==> config.mk <==
export PLATFORM = sky130hd
export DESIGN_NAME = access_channel_arbiter
export DESIGN_NICKNAME = d
export VERILOG_FILES = /design/src/access_arbiter_pkg.sv /design/src/access_channel_arbiter.sv /design/src/input_sync.sv
export SDC_FILE = /design/constraint.sdc
export NUM_CORES = 1
export LEC_CHECK = 0
export ABC_AREA = 0
export BUFFER_PORTS_ARGS = -buffer_cell sky130_fd_sc_hd__buf_2
export CORE_MARGIN = 2
export CORE_UTILIZATION = 50
export CTS_CLUSTER_SIZE = 12
export DETAILED_ROUTE_END_ITERATION = 10
export GPL_TIMING_DRIVEN = 0
export HOLD_SLACK_MARGIN = 0.05
export PLACE_DENSITY = 0.77
export SETUP_SLACK_MARGIN = 0.3
export SLEW_MARGIN = 20
export SYNTH_ARGS = -nofsm -noshare
export SYNTH_HDL_FRONTEND = slang
export SYNTH_SLANG_ARGS = --single-unit
==> constraint.sdc <==
create_clock -name ref_clk -period 5.2 [get_ports ref_clk]
set_input_delay 0.52 -clock ref_clk [delete_from_list [all_inputs] [get_ports ref_clk]]
set_output_delay 0.52 -clock ref_clk [all_outputs]
set_load 0.005 [all_outputs]
==> src/access_arbiter_pkg.sv <==
/*
 * Shared constants and types of the access channel arbiter:
 * parameter addresses, codes of the control mode and operating modes,
 * and the command carrier.
 * Assumes a 16-bit parameter access path with the fixed addresses below.
 */
package access_arbiter_pkg;

	// ------------------------------------------------------------
	// Parameter addresses and values
	// ------------------------------------------------------------
	localparam logic [15:0] ADDR_OTHER_CHANNEL_LOCK = 16'h011C;
	localparam logic [15:0] ADDR_CONTROL_SOURCE_SELECT = 16'h0502;
	localparam logic [15:0] LOCK_ALLOW = 16'h0000;
	localparam logic [15:0] LOCK_BLOCK = 16'h0001;
	localparam logic [15:0] SEL_LOCAL = 16'h0001;
	localparam logic [15:0] SEL_FIELDBUS = 16'h0002;
	localparam logic [15:0] SEL_RESET = 16'h0002;
	localparam logic [15:0] DATA_ZERO = 16'h0000;

	// ------------------------------------------------------------
	// Synchroniser reset level and safety input count
	// ------------------------------------------------------------
	localparam int SAFE_WIDTH = 8;
	localparam logic [SAFE_WIDTH-1:0] SAFE_RESET = 8'h00;

	// ------------------------------------------------------------
	// Types
	// ------------------------------------------------------------
	typedef enum logic [2:0] {
		OP_JOG = 3'h0,
		OP_PROFILE_TORQUE = 3'h1,
		OP_PROFILE_VELOCITY = 3'h2,
		OP_PROFILE_POSITION = 3'h3,
		OP_INTERPOLATED_POSITION = 3'h4,
		OP_HOMING = 3'h5,
		OP_MOTION_SEQUENCE = 3'h6,
		OP_NONE = 3'h7
	} op_mode_t;

	typedef enum logic [1:0] {
		KIND_OTHER = 2'h0,
		KIND_STATE_CHANGE = 2'h1,
		KIND_MODE_START = 2'h2
	} cmd_kind_t;

	typedef struct packed {
		cmd_kind_t kind;
		op_mode_t opMode;
		logic [15:0] arg;
	} cmd_t;

	typedef enum logic [1:0] {
		SRC_FIELDBUS = 2'h0,
		SRC_SOFTWARE = 2'h1,
		SRC_INPUTS = 2'h2,
		SRC_NONE = 2'h3
	} src_t;

	typedef enum logic [2:0] {
		OWN_NONE = 3'b001,
		OWN_FIELDBUS = 3'b010,
		OWN_SOFTWARE = 3'b100
	} owner_t;

	typedef struct packed {
		logic halt;
		logic faultReset;
		logic enable;
		logic positive_limit_switch;
		logic negative_limit_switch;
		logic referenceSwitch;
		logic safe_torque_off_a;
		logic safe_torque_off_b;
	} safety_t;

endpackage

==> src/access_channel_arbiter.sv <==
/*
 * Access channel arbiter: picks which of fieldbus, commissioning
 * software and digital inputs may command the drive, handles the
 * exclusive access lock and the local/fieldbus control mode.
 * Assumes parameter requests, commands and drive status come from
 * logic on ref_clk; safety inputs come from pins.
 */
// Notes on behaviour
// - Accept commands from fieldbus, software, inputs.
// - At most one channel holds exclusive access.
// - Lock 1 gives fieldbus exclusivity; 0 releases.
// - Software switch on makes software sole controller.
// - Power-on starts without any exclusive access.
// - Safety and limit inputs always stay effective.
// - Lock applied only with no operating mode active.
// - Lock value acts immediately once accepted.
// - Local mode: state/mode commands from inputs, or from software while it holds exclusive access.
// - Fieldbus mode: state/mode commands from fieldbus, or from software while it holds exclusive access.
// - Control mode code 1 local, 2 fieldbus.
// - Control mode change only with power stage off.
// - New control mode active after next power-on.
// - Local mode offers only jog, motion sequence.
`timescale 1ns/1ps
`default_nettype none
module access_channel_arbiter (
	input wire logic ref_clk, // 50 MHz system clock
	input wire logic rst_n, // Power-on reset, low active
	input wire logic parWrite, // Fieldbus parameter write strobe
	input wire logic parRead, // Fieldbus parameter read strobe
	input wire logic [15:0] parAddr, // Parameter address
	input wire logic [15:0] parWdata, // Parameter write data
	output logic parAck, // Parameter access done pulse
	output logic parErr, // Parameter access refused pulse
	output logic [15:0] parRdata, // Parameter read data
	input wire logic fbCmdValid, // Fieldbus command strobe
	input wire access_arbiter_pkg::cmd_t fbCmd, // Fieldbus command
	input wire logic swCmdValid, // Software command strobe
	input wire access_arbiter_pkg::cmd_t swCmd, // Software command
	input wire logic dinCmdValid, // Digital input command strobe
	input wire access_arbiter_pkg::cmd_t dinCmd, // Digital input command
	input wire logic swExclusiveSwitch, // Software exclusive switch on
	input wire logic modeActive, // An operating mode is running
	input wire logic powerStageEnabled, // Power stage is enabled
	input wire access_arbiter_pkg::safety_t safetyPins, // Safety pins
	output logic cmdValid, // Granted command pulse
	output access_arbiter_pkg::src_t cmdSrc, // Source of granted command
	output access_arbiter_pkg::cmd_t cmdOut, // Granted command
	output logic cmdRefused, // A command strobe was refused
	output access_arbiter_pkg::owner_t exclusiveOwner, // Exclusive owner
	output logic localMode, // Local control mode active
	output access_arbiter_pkg::safety_t safetyOut // Safety levels
);

	// ------------------------------------------------------------
	// Functions
	// ------------------------------------------------------------
	// Operating mode offered in the active control mode
	function automatic logic modeAllowed(
		input access_arbiter_pkg::op_mode_t m,
		input logic isLocal
	);
		logic ok;
		ok = 1'b0;
		if (isLocal) begin
			ok = (m == access_arbiter_pkg::OP_JOG) ||
				(m == access_arbiter_pkg::OP_MOTION_SEQUENCE);
		end else begin
			ok = (m != access_arbiter_pkg::OP_NONE);
		end
		return ok;
	endfunction

	// State changes and mode starts are reserved to one channel
	function automatic logic isControl(input access_arbiter_pkg::cmd_t c);
		logic r;
		r = (c.kind == access_arbiter_pkg::KIND_STATE_CHANGE) ||
			(c.kind == access_arbiter_pkg::KIND_MODE_START);
		return r;
	endfunction

	function automatic logic cmdUsable(
		input access_arbiter_pkg::cmd_t c,
		input logic isLocal
	);
		logic r;
		r = (c.kind != access_arbiter_pkg::KIND_MODE_START) ||
			modeAllowed(c.opMode, isLocal);
		return r;
	endfunction

	// ------------------------------------------------------------
	// State
	// ------------------------------------------------------------
	access_arbiter_pkg::owner_t owner_reg;
	access_arbiter_pkg::owner_t owner_next;
	logic [15:0] lock_reg;
	logic [15:0] lock_next;
	// Power-on value only; rst_n leaves the stored choice alone
	logic [15:0] storedSel_reg = access_arbiter_pkg::SEL_RESET;
	logic [15:0] storedSel_next;
	logic localActive_reg;
	logic activeLoaded_reg;

	// ------------------------------------------------------------
	// Parameter access decode
	// ------------------------------------------------------------
	wire logic hitLock =
		(parAddr == access_arbiter_pkg::ADDR_OTHER_CHANNEL_LOCK);
	wire logic hitSel =
		(parAddr == access_arbiter_pkg::ADDR_CONTROL_SOURCE_SELECT);
	wire logic lockValueOk = (parWdata == access_arbiter_pkg::LOCK_ALLOW) ||
		(parWdata == access_arbiter_pkg::LOCK_BLOCK);
	wire logic lockOn = (parWdata == access_arbiter_pkg::LOCK_BLOCK);
	wire logic selValueOk = (parWdata == access_arbiter_pkg::SEL_LOCAL) ||
		(parWdata == access_arbiter_pkg::SEL_FIELDBUS);
	// Locking is refused while a mode runs; software exclusivity blocks it
	wire logic lockWriteOk = parWrite && hitLock && lockValueOk &&
		!(lockOn && (modeActive ||
		owner_reg == access_arbiter_pkg::OWN_SOFTWARE));
	wire logic selWriteOk = parWrite && hitSel && selValueOk &&
		!powerStageEnabled;
	wire logic parAny = parWrite || parRead;
	wire logic readOk = parRead && !parWrite && (hitLock || hitSel);
	wire logic parFail = parAny && !(lockWriteOk || selWriteOk || readOk);
	wire logic [15:0] readData = hitLock ? lock_reg :
		(hitSel ? storedSel_reg : access_arbiter_pkg::DATA_ZERO);

	// Refused writes simply keep the old value
	assign lock_next = lockWriteOk ? parWdata : lock_reg;
	assign storedSel_next = selWriteOk ? parWdata : storedSel_reg;

	// ------------------------------------------------------------
	// Exclusive owner
	// ------------------------------------------------------------
	// Next lock value steers the owner in the same cycle it is stored
	wire logic lockSet = (lock_next == access_arbiter_pkg::LOCK_BLOCK);

	always_comb begin
		owner_next = owner_reg;
		case (owner_reg)
			access_arbiter_pkg::OWN_NONE: begin
				if (lockSet) begin
					owner_next = access_arbiter_pkg::OWN_FIELDBUS;
				end else if (swExclusiveSwitch) begin
					owner_next = access_arbiter_pkg::OWN_SOFTWARE;
				end
			end
			access_arbiter_pkg::OWN_FIELDBUS: begin
				if (!lockSet) begin
					owner_next = access_arbiter_pkg::OWN_NONE;
				end
			end
			access_arbiter_pkg::OWN_SOFTWARE: begin
				if (!swExclusiveSwitch) begin
					owner_next = access_arbiter_pkg::OWN_NONE;
				end
			end
			default: begin
				owner_next = access_arbiter_pkg::OWN_NONE;
			end
		endcase
	end

	// ------------------------------------------------------------
	// Command arbitration
	// ------------------------------------------------------------
	wire logic ownFb = (owner_reg == access_arbiter_pkg::OWN_FIELDBUS);
	wire logic ownSw = (owner_reg == access_arbiter_pkg::OWN_SOFTWARE);
	wire logic ownNone = (owner_reg == access_arbiter_pkg::OWN_NONE);
	wire logic isLocal = localActive_reg;

	// Each channel must own the bus or be free to act in this mode
	wire logic fbEligible = fbCmdValid && !ownSw &&
		(!isControl(fbCmd) || !isLocal) &&
		cmdUsable(fbCmd, isLocal);
	wire logic swEligible = swCmdValid && !ownFb &&
		(ownSw || !isControl(swCmd)) &&
		cmdUsable(swCmd, isLocal);
	wire logic dinEligible = dinCmdValid && ownNone &&
		(!isControl(dinCmd) || isLocal) &&
		cmdUsable(dinCmd, isLocal);

	// Fixed priority: only one command leaves per cycle
	wire logic grantFb = fbEligible;
	wire logic grantSw = swEligible && !grantFb;
	wire logic grantDin = dinEligible && !grantFb && !grantSw;
	wire logic anyGrant = grantFb || grantSw || grantDin;
	wire logic anyReq = fbCmdValid || swCmdValid || dinCmdValid;
	wire access_arbiter_pkg::cmd_t grantCmd = grantFb ? fbCmd :
		(grantSw ? swCmd : dinCmd);
	wire access_arbiter_pkg::src_t grantSrc = grantFb ?
		access_arbiter_pkg::SRC_FIELDBUS : (grantSw ?
		access_arbiter_pkg::SRC_SOFTWARE : (grantDin ?
		access_arbiter_pkg::SRC_INPUTS : access_arbiter_pkg::SRC_NONE));
	// Losing strobes count as refused too
	wire logic refusedAny = (anyReq && !anyGrant) ||
		(grantFb && (swCmdValid || dinCmdValid)) ||
		(grantSw && dinCmdValid);

	// ------------------------------------------------------------
	// Safety inputs
	// ------------------------------------------------------------
	// These bypass arbitration entirely, so exclusivity never masks them
	logic [access_arbiter_pkg::SAFE_WIDTH-1:0] safetySync;

	input_sync #(
		.WIDTH(access_arbiter_pkg::SAFE_WIDTH),
		.INIT(access_arbiter_pkg::SAFE_RESET)
	) u_safety_sync (
		.ref_clk(ref_clk),
		.rst_n(rst_n),
		.pinIn(safetyPins),
		.syncOut(safetySync)
	);

	always_ff @(posedge ref_clk or negedge rst_n) begin
		if (!rst_n) begin
			safetyOut <= access_arbiter_pkg::SAFE_RESET;
		end else begin
			safetyOut <= safetySync;
		end
	end

	// ------------------------------------------------------------
	// Registers
	// ------------------------------------------------------------
	always_ff @(posedge ref_clk or negedge rst_n) begin
		if (!rst_n) begin
			owner_reg <= access_arbiter_pkg::OWN_NONE;
			lock_reg <= access_arbiter_pkg::LOCK_ALLOW;
		end else begin
			owner_reg <= owner_next;
			lock_reg <= lock_next;
		end
	end

	// Kept across rst_n, or a new control mode could never take over
	always_ff @(posedge ref_clk) begin
		storedSel_reg <= storedSel_next;
	end

	// ------------------------------------------------------------
	// Active control mode
	// ------------------------------------------------------------
	// Active mode caught once after reset release, then frozen
	always_ff @(posedge ref_clk or negedge rst_n) begin
		if (!rst_n) begin
			activeLoaded_reg <= 1'b0;
			localActive_reg <= 1'b0;
		end else if (!activeLoaded_reg) begin
			activeLoaded_reg <= 1'b1;
			localActive_reg <= (storedSel_reg ==
				access_arbiter_pkg::SEL_LOCAL);
		end
	end

	// ------------------------------------------------------------
	// Parameter answers
	// ------------------------------------------------------------
	always_ff @(posedge ref_clk or negedge rst_n) begin
		if (!rst_n) begin
			parAck <= 1'b0;
			parErr <= 1'b0;
			parRdata <= access_arbiter_pkg::DATA_ZERO;
		end else begin
			parAck <= parAny && !parFail;
			parErr <= parFail;
			parRdata <= readOk ? readData : parRdata;
		end
	end

	// ------------------------------------------------------------
	// Command outputs
	// ------------------------------------------------------------
	always_ff @(posedge ref_clk or negedge rst_n) begin
		if (!rst_n) begin
			cmdValid <= 1'b0;
			cmdSrc <= access_arbiter_pkg::SRC_NONE;
			cmdOut <= '0;
			cmdRefused <= 1'b0;
		end else begin
			cmdValid <= anyGrant;
			cmdSrc <= grantSrc;
			cmdOut <= anyGrant ? grantCmd : cmdOut;
			cmdRefused <= refusedAny;
		end
	end

	// ------------------------------------------------------------
	// Status outputs
	// ------------------------------------------------------------
	always_ff @(posedge ref_clk or negedge rst_n) begin
		if (!rst_n) begin
			exclusiveOwner <= access_arbiter_pkg::OWN_NONE;
			localMode <= 1'b0;
		end else begin
			exclusiveOwner <= owner_next;
			localMode <= activeLoaded_reg ? localActive_reg :
				(storedSel_reg == access_arbiter_pkg::SEL_LOCAL);
		end
	end

endmodule
`default_nettype wire

==> src/input_sync.sv <==
/*
 * Three-stage synchroniser for a group of pin inputs.
 * The output follows only when the second and third stages agree.
 * Assumes the inputs are asynchronous to ref_clk.
 */
`timescale 1ns/1ps
`default_nettype none
module input_sync #(
	parameter int WIDTH = 8,
	parameter logic [WIDTH-1:0] INIT = '0
) (
	input wire logic ref_clk, // System clock
	input wire logic rst_n, // Asynchronous reset, low active
	input wire logic [WIDTH-1:0] pinIn, // Raw pin levels
	output logic [WIDTH-1:0] syncOut // Filtered levels
);
	logic [WIDTH-1:0] stage1_reg;
	logic [WIDTH-1:0] stage2_reg;
	logic [WIDTH-1:0] stage3_reg;

	genvar i;
	generate
		for (i = 0; i < WIDTH; i++) begin : g_bit
			always_ff @(posedge ref_clk or negedge rst_n) begin
				if (!rst_n) begin
					stage1_reg[i] <= INIT[i];
					stage2_reg[i] <= INIT[i];
					stage3_reg[i] <= INIT[i];
					syncOut[i] <= INIT[i];
				end else begin
					stage1_reg[i] <= pinIn[i];
					stage2_reg[i] <= stage1_reg[i];
					stage3_reg[i] <= stage2_reg[i];
					// Stage one is never looked at here
					if (stage2_reg[i] == stage3_reg[i]) begin
						syncOut[i] <= stage3_reg[i];
					end
				end
			end
		end
	endgenerate
endmodule
`default_nettype wire
Word level (Yosys, flattened, before mapping). Index checks and enable logic that the tools add are counted.

Equal/unequal tests: 35. Muxes and demuxes: 16. Reductions and logical operators: 71.

Operators by type and width (number): 16-bit by 1-bit == test with 1-bit output, second input constant (3); 16-bit 2-to-1 mux (3); 21-bit 2-to-1 mux (2); 1-bit logical AND (26); 1-bit logical OR (26); 16-bit by 11-bit == test with 1-bit output, second input constant (1); 16-bit by 2-bit == test with 1-bit output, second input constant (1); 16-bit by 9-bit == test with 1-bit output, second input constant (1); 16-bit zero test (1); 1-bit zero test (14); 3-bit == test, second input constant (4); 3-bit 2-to-1 mux (4); 3-bit != test, second input constant (4); 2-bit != test, second input constant (5); 3-bit zero test (3); 3-bit case mux with 3 select lines (1); 1-bit == test (8); 2-bit by 1-bit == test with 1-bit output, second input constant (3); 2-bit == test, second input constant (3); 1-bit 2-to-1 mux (4); 2-bit 2-to-1 mux (2); 3-bit by 1-bit == test with 1-bit output, second input constant (1); 3-bit by 2-bit == test with 1-bit output, second input constant (1); 3-bit AND reduction (1).

Bits in registers: 120. Input bits: 113. Output and inout bits: 55. Logic and storage cells: 176.

Longest topological paths before layout. Gate-level depths: netlist of run 1.

Depth after elaboration: 15. Gate-level depth with buffers: 9. Gate-level depth less buffers: 7.

By module. Synthesis of run 1 repeated with hierarchy kept, for this count alone.

Cell total of the unflattened synthesis: 420. Area total of the unflattened synthesis: 5042.3 µm².

Modules (own cells, without submodules): access_channel_arbiter (times used 1, cells an instance 380, area each 4151.5 µm²); input_sync (times used 1, cells an instance 40, area each 890.9 µm²).

Least setup slack after synthesis of run 1. No wires, ideal clock.

Path type: input-to-reg. From: input port parAddr[6]. To: register storedSel_reg[0] (enable). Arrival time: 3045 ps. Path slack: 1719 ps. Stages: 4. Path through: nor4b_4 > nand3_1 > or2_1 > nor4_1.

Longest elaborated chain between the ends: 4.

RTL lines: start: declaration (RTL line access_channel_arbiter.sv:30) `input wire logic [15:0] parAddr,`; 16-bit by 11-bit == test with 1-bit output (RTL line access_channel_arbiter.sv:110) `(parAddr == access_arbiter_pkg::ADDR_CONTROL_SOURCE_SELECT);`; 1-bit logical AND (3 in a row) (RTL line access_channel_arbiter.sv:120) `wire logic selWriteOk = parWrite && hitSel && selValueOk &&`; via selWriteOk (RTL line access_channel_arbiter.sv:120); end signal: assignment (RTL line access_channel_arbiter.sv:239) `storedSel_reg <= storedSel_next;`; end: declaration (RTL line access_channel_arbiter.sv:99) `logic [15:0] storedSel_reg = access_arbiter_pkg::SEL_RESET;`.

The timed path passes the listed nets, and every way through them passes these cells. A chain may end at the register's enable or synchronous reset.

==> results of run 1 <==
## cell usage after synthesis (2+ instances only)
master / instances / share of area
a21oi_1: 5 / 0.0049
a22o_1: 3 / 0.0051
a31oi_1: 18 / 0.022
a32oi_1: 19 / 0.032
and2_1: 4 / 0.0049
and3_1: 17 / 0.021
and4_1: 2 / 0.0034
and4bb_2: 2 / 0.0049
buf_2: 8 / 0.0078
buf_4: 2 / 0.0029
buf_6: 2 / 0.0044
clkbuf_1: 14 / 0.010
dfrtp_1: 101 / 0.49
dfstp_2: 3 / 0.015
edfxtp_1: 16 / 0.094
ha_1: 3 / 0.0073
inv_1: 8 / 0.0059
maj3_1: 8 / 0.016
mux2_2: 2 / 0.0044
mux2i_1: 18 / 0.035
nand2_1: 40 / 0.029
nand2b_1: 3 / 0.0037
nand3_1: 6 / 0.0059
nand4_1: 3 / 0.0037
nor2_1: 21 / 0.015
nor2b_1: 18 / 0.022
nor3_1: 4 / 0.0039
nor3b_1: 3 / 0.0044
nor4_1: 10 / 0.012
nor4b_4: 3 / 0.014
o211ai_1: 2 / 0.0029
o21ai_0: 25 / 0.024
o221ai_1: 2 / 0.0034
xor2_1: 4 / 0.0068
## worst max-delay path: stages (launching register included)
cell      delay [ns]
dfstp_2         0.36
buf_2           0.16
nor3b_1         0.42
nor3_1          0.17
a32oi_1         0.41
clkbuf_1        0.44
a32oi_1         0.17
o21ai_0         0.12
## how the worst max path moves through the flow
stage | depth (start not counted) | end | startpoint
floorplan | 4 | storedSel_reg[0] | parAddr[6]
global placement | 5 | storedSel_reg[11] | parAddr[0]
detailed placement | 7 | storedSel_reg[13] | parAddr[6]
CTS | 8 | cmdOut[8] | exclusiveOwner[0]
global route | 8 | cmdOut[19] | exclusiveOwner[0]
finish | 7 | cmdOut[8] | exclusiveOwner[0]
## through the flow
stage | hold WS [ns] | cell area (um2)
4_1_cts | 0.0922 | 6760
3_5_place_dp | 0.336 | 6170
2_1_floorplan | 0.224 | 5120
5_1_grt | 0.0906 | 6760
6_report | 0.113 | 6760
3_3_place_gp | 0.332 | 6120
## layer usage
| metal | GRT usage | vias up | routed length [um] |
|---|---|---|---|
| met5 | 0 | - | 0 |
| met4 | 0.0876 | 0 | 280 |
| met3 | 0.0575 | 26 | 863 |
| met2 | 0.400 | 200 | 6170 |
| met1 | 0.297 | 1986 | 5450 |
| li1 | - | 1946 | - |
## layout make-up
class,instances,area (um2)
Inverter,8,30.0
Clock inverter,14,136
Timing Repair Buffer,171,890
Fill cell,688,3100
Buffer,26,130
Clock buffer,18,439
Tap cell,133,166
Multi-Input combinational cell,270,1880
Sequential cell,120,3090
## logic make-up (layout without fill, tap and decap cells)
group / after synthesis / count (layout) / synth area share
compound gates: 87 / 87 / 0.124
xor+xnor: 5 / 5 / 0.00855
fa+ha+maj: 11 / 11 / 0.0230
buf+inv: 34 / 237 / 0.0313
flops: 120 / 120 / 0.603
mux: 20 / 20 / 0.0396
other cells: 1 / 1 / 0.000732
simple gates: 146 / 146 / 0.171
## power by group through the flow
stage	sequential, W	combinational, W	clock, W
global route	0.00107	0.000408	0.00119
global placement	0.00107	0.000354	0
CTS	0.00106	0.000371	0.00114
finish	0.00106	0.000371	0.00112
detailed placement	0.00108	0.000367	0
floorplan	0.00108	0.000189	0
==> summary.md, run 1 <==
| Metric | Value |
|---|---|
| WL final | `about 13000 um` |
| Root Driver | `clkbuf_8` |
| Async S/R FF share, synth | `0.867` |
| Max-slew violation count | `0` |
| Total global-route track usage | `0.237` |
| CTS Sinks | `120` |
| PwrDens | `about 380 nW/um2` |
| Initial drt markers | `~360` |
| Setup bufs post-CTS | `0` |
| Initial antenna violation count | `0` |
| Internal reg-to-reg setup slack | `between 2 and 3 ns` |
| Via/cell ratio | `5.47` |
| CTS Buffer Depth | `2` |
| IR Drop Worst-Case VDD | `0.256 mV` |
| Final Non-Filler Cells | `760` |
| H-tree Lvls | `4` |
| EDFF count, synth | `16` |
| Tcrit/Tclk final | `0.451` |
| Comb power frac | `0.145` |
| # DRC | `0` |
| Min Tclk post-route | `2.34 ns` |
| Max FFs per register | `21` |
| Global-route wire length before repair | `~21000 um` |
| Worst R2R End | `cmdOut[8]` |
| Layout area overhead | `32.0%` |
| Drt first pass iters | `4` |
| Final setup viols | `0` |
| Final Util | `0.685` |
| CTS tree | `built` |
| Element type at the critical path end | `register` |
| Hold wc startpoint | `safetyPins[0]` |
| Synth Area per Inst | `12.1 um2` |
| Synth warn | `0` |
| Vias in the first global route | `4282` |
| Hold EP | `u_safety_sync.stage1_reg[0]` |
| Dpl hpwl | `between 9000 and 10000 um` |
| Max FO, Critical Path | `10` |
| Chip width | `roughly 110 um` |
| Sequential share of power | `0.415` |
| Static Leakage | `~3.3 nW` |
| Fmax | `around 430 MHz` |
| Die height | `roughly 110 um` |
| Most frequent cells in the layout | `buf_2 (176), dfrtp_1 (101), nand2_1 (40)` |
| Synth Register Bits | `120` |
| Prevailing post-synth register cell | `dfrtp_1` |
| Post-Syn Instances | `424` |
| CORE AREA | `approximately 9900 um2` |
| Setup TNS | `0 ns` |
| Distinct cells, synth | `59` |
| Req. time, crit path | `between 5 and 6 ns` |
| Worst hold path class | `in -> reg` |
| Pint | `around 0.0019 W` |
| Reg2reg path depth | `7` |
| Power, Total | `0.00256 W` |
| Largest net degree at the start of global routing | `60` |
| Num rows | `36` |
| PostCTS Resize Cnt | `0` |
| Routed len/inst | `16.8 um` |
| R2r startpoint | `exclusiveOwner[0]` |
| CTS Buf Count | `17` |
| Clock latency at the later pin of the worst-skew pair | `0.51 ns` |
| Placement Setup Slack | `about 2.4 ns` |
| Sequential share of the synthesized area | `0.603` |
| GRT overflow | `0` |
| Clock power frac | `0.440` |
| Net Sw Frac | `0.267` |
| Leading cell type in the layout, fill and taps excluded | `buf_2` |
| Mapped Area | `5120 um2` |
| Outcome | `complete, no violations` |
| Number of I/O port buffers | `roughly 170` |
| Worst-Margin Slew | `0.528 ns` |
| GP Congestion | `between 0.8 and 0.9` |
| Max-Slew Margin vs Limit | `0.645` |
| Post-route antenna net violation count | `0` |
| Starting Density | `0.519` |
| Die footprint | `roughly 11000 um2` |
| Final setup margin | `roughly 2.9 ns` |
| Antenna diodes | `0` |
| Final net count | `730` |
| CP startpoint kind | `register` |
| Largest Register | `cmdOut` |
| Setup Crit Path Kind | `reg -> reg` |
| Clk_skew | `0.00769 ns` |
| Hold Crit Depth | `1` |
| Syn_nets | `540` |
| Routed via count | `between 4000 and 5000` |
| Top-Level Pins | `168` |
| Net switching power | `0.000682 W` |
| Final Hold Fails | `0` |
| Crit path DAT | `approximately 2.8 ns` |
| Clock slew at reported path FFs | `roughly 0.06 ns` |
| Unrepaired setup endpoints after global routing | `false` |
| Maxcap violations | `0` |
| Layout cell share with drive strength beyond 1 | `0.376` |
| Hold buffer count at CTS | `1` |
| DP Cell Count | `between 700 and 800` |
Power figures use the tool's default switching activity.
==> inputs of run 2 (changes only) <==
- CORE_UTILIZATION: 50 -> 46
- PLACE_DENSITY: 0.77 -> 0.75
- clock period: 5.2 -> 2.1 ns (I/O delays scaled with it)
==> run 2 against run 1 <==
Register-to-register slack got worse by 2.7 ns. Sequential cell count did not move. Via count rose by 14%. Sequential share of layout area fell by 7.3 points. Die area rose by 8.4%. Total power rose to 2.7 times the previous value. Global-route usage rose by 2.8 points. Highest routed layer unchanged.
==> summary.md, run 2 (synthesis gave the netlist of run 1 again) <==
| Metric | Value |
|---|---|
| Final Hold Fails | `0 (unchanged)` |
| Number of I/O port buffers | `167 (unchanged)` |
| Outcome | `complete, no violations (unchanged)` |
| Unrepaired setup endpoints after global routing | `true (was false)` |
| WL final | `16200 um (was 12800 um)` |
| Routed via count | `4752 (was 4158)` |
| Chip width | `110 um (was 105 um)` |
| Tcrit/Tclk final | `0.915` |
| Req. time, crit path | `2.48 ns (was 5.62 ns)` |
| Starting Density | `0.473 (was 0.519)` |
| M3 GR Usage | `0.0723 (was 0.0575)` |
| Filler cells | `656 (was 688)` |
| Global-route wire length before repair | `24000 um (was 20600 um)` |
| Max-Slew Margin vs Limit | `0.646 (was 0.645)` |
| Top Usage Layer GRT | `met2 (unchanged)` |
| Initial antenna violation count | `0 (unchanged)` |
| Setup TNS | `0 ns (unchanged)` |
| Final setup viols | `0 (unchanged)` |
| Top-Level Pins | `168 (unchanged)` |
| Antenna diodes | `0 (unchanged)` |
| Final net count | `818 (was 730)` |
| GRT overflow | `0 (unchanged)` |
| CTS Buffer Depth | `2 (unchanged)` |
| Total global-route track usage | `0.265 (was 0.237)` |
| Min Tclk post-route | `~1.9 ns` |
| Internal reg-to-reg setup slack | `0.19 ns (was 2.86 ns)` |
| R2r startpoint | `exclusiveOwner[0] (unchanged)` |
| # DRC | `0 (unchanged)` |
| Leading cell type in the layout, fill and taps excluded | `buf_2 (unchanged)` |
| Num rows | `38 (was 36)` |
| Static Leakage | `3.85 nW (was 3.34 nW)` |
| Worst hold path class | `in -> reg (unchanged)` |
| Via/cell ratio | `5.56 (was 5.47)` |
| CTS Sinks | `120 (unchanged)` |
| Max FO, Critical Path | `5 (was 10)` |
| Most frequent cells in the layout | `buf_2 (167), dfrtp_1 (100), dlygate4sd3_1 (70) (was buf_2 (176), dfrtp_1 (101), nand2_1 (40))` |
| Clk_skew | `0.00671 ns (was 0.00769 ns)` |
| Reg2reg path depth | `9 (was 7)` |
| Layout cell share with drive strength beyond 1 | `0.408 (was 0.376)` |
| Maxcap violations | `0 (unchanged)` |
| Crit path DAT | `2.30 ns (was 2.76 ns)` |
| Routed len/inst | `18.9 um (was 16.8 um)` |
| Die height | `110 um (was 105 um)` |
| Hold wc startpoint | `parWrite (was safetyPins[0])` |
| Max FFs per register | `21 (unchanged)` |
| Root Driver | `clkbuf_8 (unchanged)` |
| H-tree Lvls | `4 (unchanged)` |
| CP startpoint kind | `input port (was register)` |
| Largest Register | `cmdOut (unchanged)` |
| Clock slew at reported path FFs | `0.06 ns (about the same)` |
| Fin area | `8050 um2 (was 6760 um2)` |
| Met2 capacity usage during global routing | `0.457 (was 0.400)` |
| CORE AREA | `10800 um2 (was 9860 um2)` |
| Hold EP | `parRdata[0] (was u_safety_sync.stage1_reg[0])` |
| PwrDens | `874 nW/um2 (was 378 nW/um2)` |
| Worst R2R End | `cmdOut[13] (was cmdOut[8])` |
| Max-slew violation count | `0 (unchanged)` |
| Drt first pass iters | `5 (was 4)` |
| Setup Crit Path Kind | `in -> reg (was reg -> reg)` |
| Initial drt markers | `357 (was 355)` |
| Met1 Resource Use GR | `0.297 (about the same)` |
| Worst-Margin Slew | `0.532 ns (was 0.528 ns)` |
| Die footprint | `12000 um2 (was 11100 um2)` |
| Clock latency at the later pin of the worst-skew pair | `0.51 ns (about the same)` |
| Vias in the first global route | `4886 (was 4282)` |
| Element type at the critical path end | `register (unchanged)` |
| CTS tree | `built (unchanged)` |
| Largest net degree at the start of global routing | `57 (was 60)` |
| Dpl hpwl | `9670 um (was 9400 um)` |
| CTS Buf Count | `17 (unchanged)` |
| GP Congestion | `0.888 (was 0.876)` |
| IR Drop Worst-Case VDD | `0.567 mV (was 0.256 mV)` |
| Fmax | `between 500 and 600 MHz` |
| Post-route antenna net violation count | `0 (unchanged)` |
| Layout area overhead | `57.1% (was 32.0%)` |
| Hold Crit Depth | `4 (was 1)` |
| Placement-stage cell area | `6210 um2 (was 6170 um2)` |
## run 2: worst max path at each step
stage,end,cells past startpoint,slack [ns],start
3_5_place_dp,storedSel_reg[11],5,-0.35,parAddr[0]
6_report,cmdOut[13],12,0.18,fbCmd[19]
4_1_cts,exclusiveOwner[1],6,0.21,exclusiveOwner[0]
2_1_floorplan,storedSel_reg[0],4,0.03,parAddr[6]
5_1_grt,cmdOut[11],12,0.1,fbCmd[19]
3_3_place_gp,storedSel_reg[11],5,-0.27,parAddr[6]
## run 2: layer usage
metal | wire (um) | vias to the layer above
met3 | 1270 | 68
met1 | 6080 | 2280
li1 | - | 2124
met2 | 8110 | 280
met4 | 711 | 0
met5 | 0 | -
## run 2: timing repair
action / 4_1_cts / 5_1_grt
pin swaps: 22 / 18
endpoints found under the setup margin: 47 / 31
resized for setup: 60 / 43
hold buffers: 70 / 0
buffers inserted: 9 / 8
cloned: 3 / 1
endpoints found under the hold margin: 137 / 0
## run 2: final cells by class
class                   count  area, um2  share of cell area
plain buffers              26        262              0.0325
clock buffers              19        442              0.0549
clock inverters            13        169              0.0210
inverters                   8       30.0             0.00373
multi-input cells         270       2090               0.260
flip-flops and latches    120       3090               0.384
well taps                 140        175              0.0218
repair buffers            259       1790               0.223
## run 2: per-stage QoR
step / util / total power (W) / hold slack [ns] / setup slack [ns] / std cells
2_1_floorplan: - / 0.00316 / -0.0856 / 0.0323 / 424
3_3_place_gp: 0.569 / 0.00357 / 0.319 / -0.271 / 731
3_5_place_dp: 0.573 / 0.00361 / 0.180 / -0.351 / 732
4_1_cts: 0.719 / 0.00682 / 0.0502 / 0.210 / 846
5_1_grt: 0.742 / 0.00730 / 0.0885 / 0.0968 / 855
6_report: 0.742 / 0.00703 / 0.0944 / 0.179 / 855
## run 2: power breakdown
part           switching [W]  total, W  internal, W
clock network        0.00106   0.00295      0.00188
logic               0.000659   0.00143     0.000774
registers           0.000108   0.00265      0.00254
## run 2: critical path: stages
cell,delay [ns]
dlygate4sd3_1,0.55
buf_2,0.15
inv_1,0.05
ha_1,0.28
nor2b_2,0.05
nor3_4,0.21
buf_12,0.14
a32oi_4,0.05
buf_12,0.17
buf_8,0.13
a32oi_2,0.21
o21ai_1,0.10
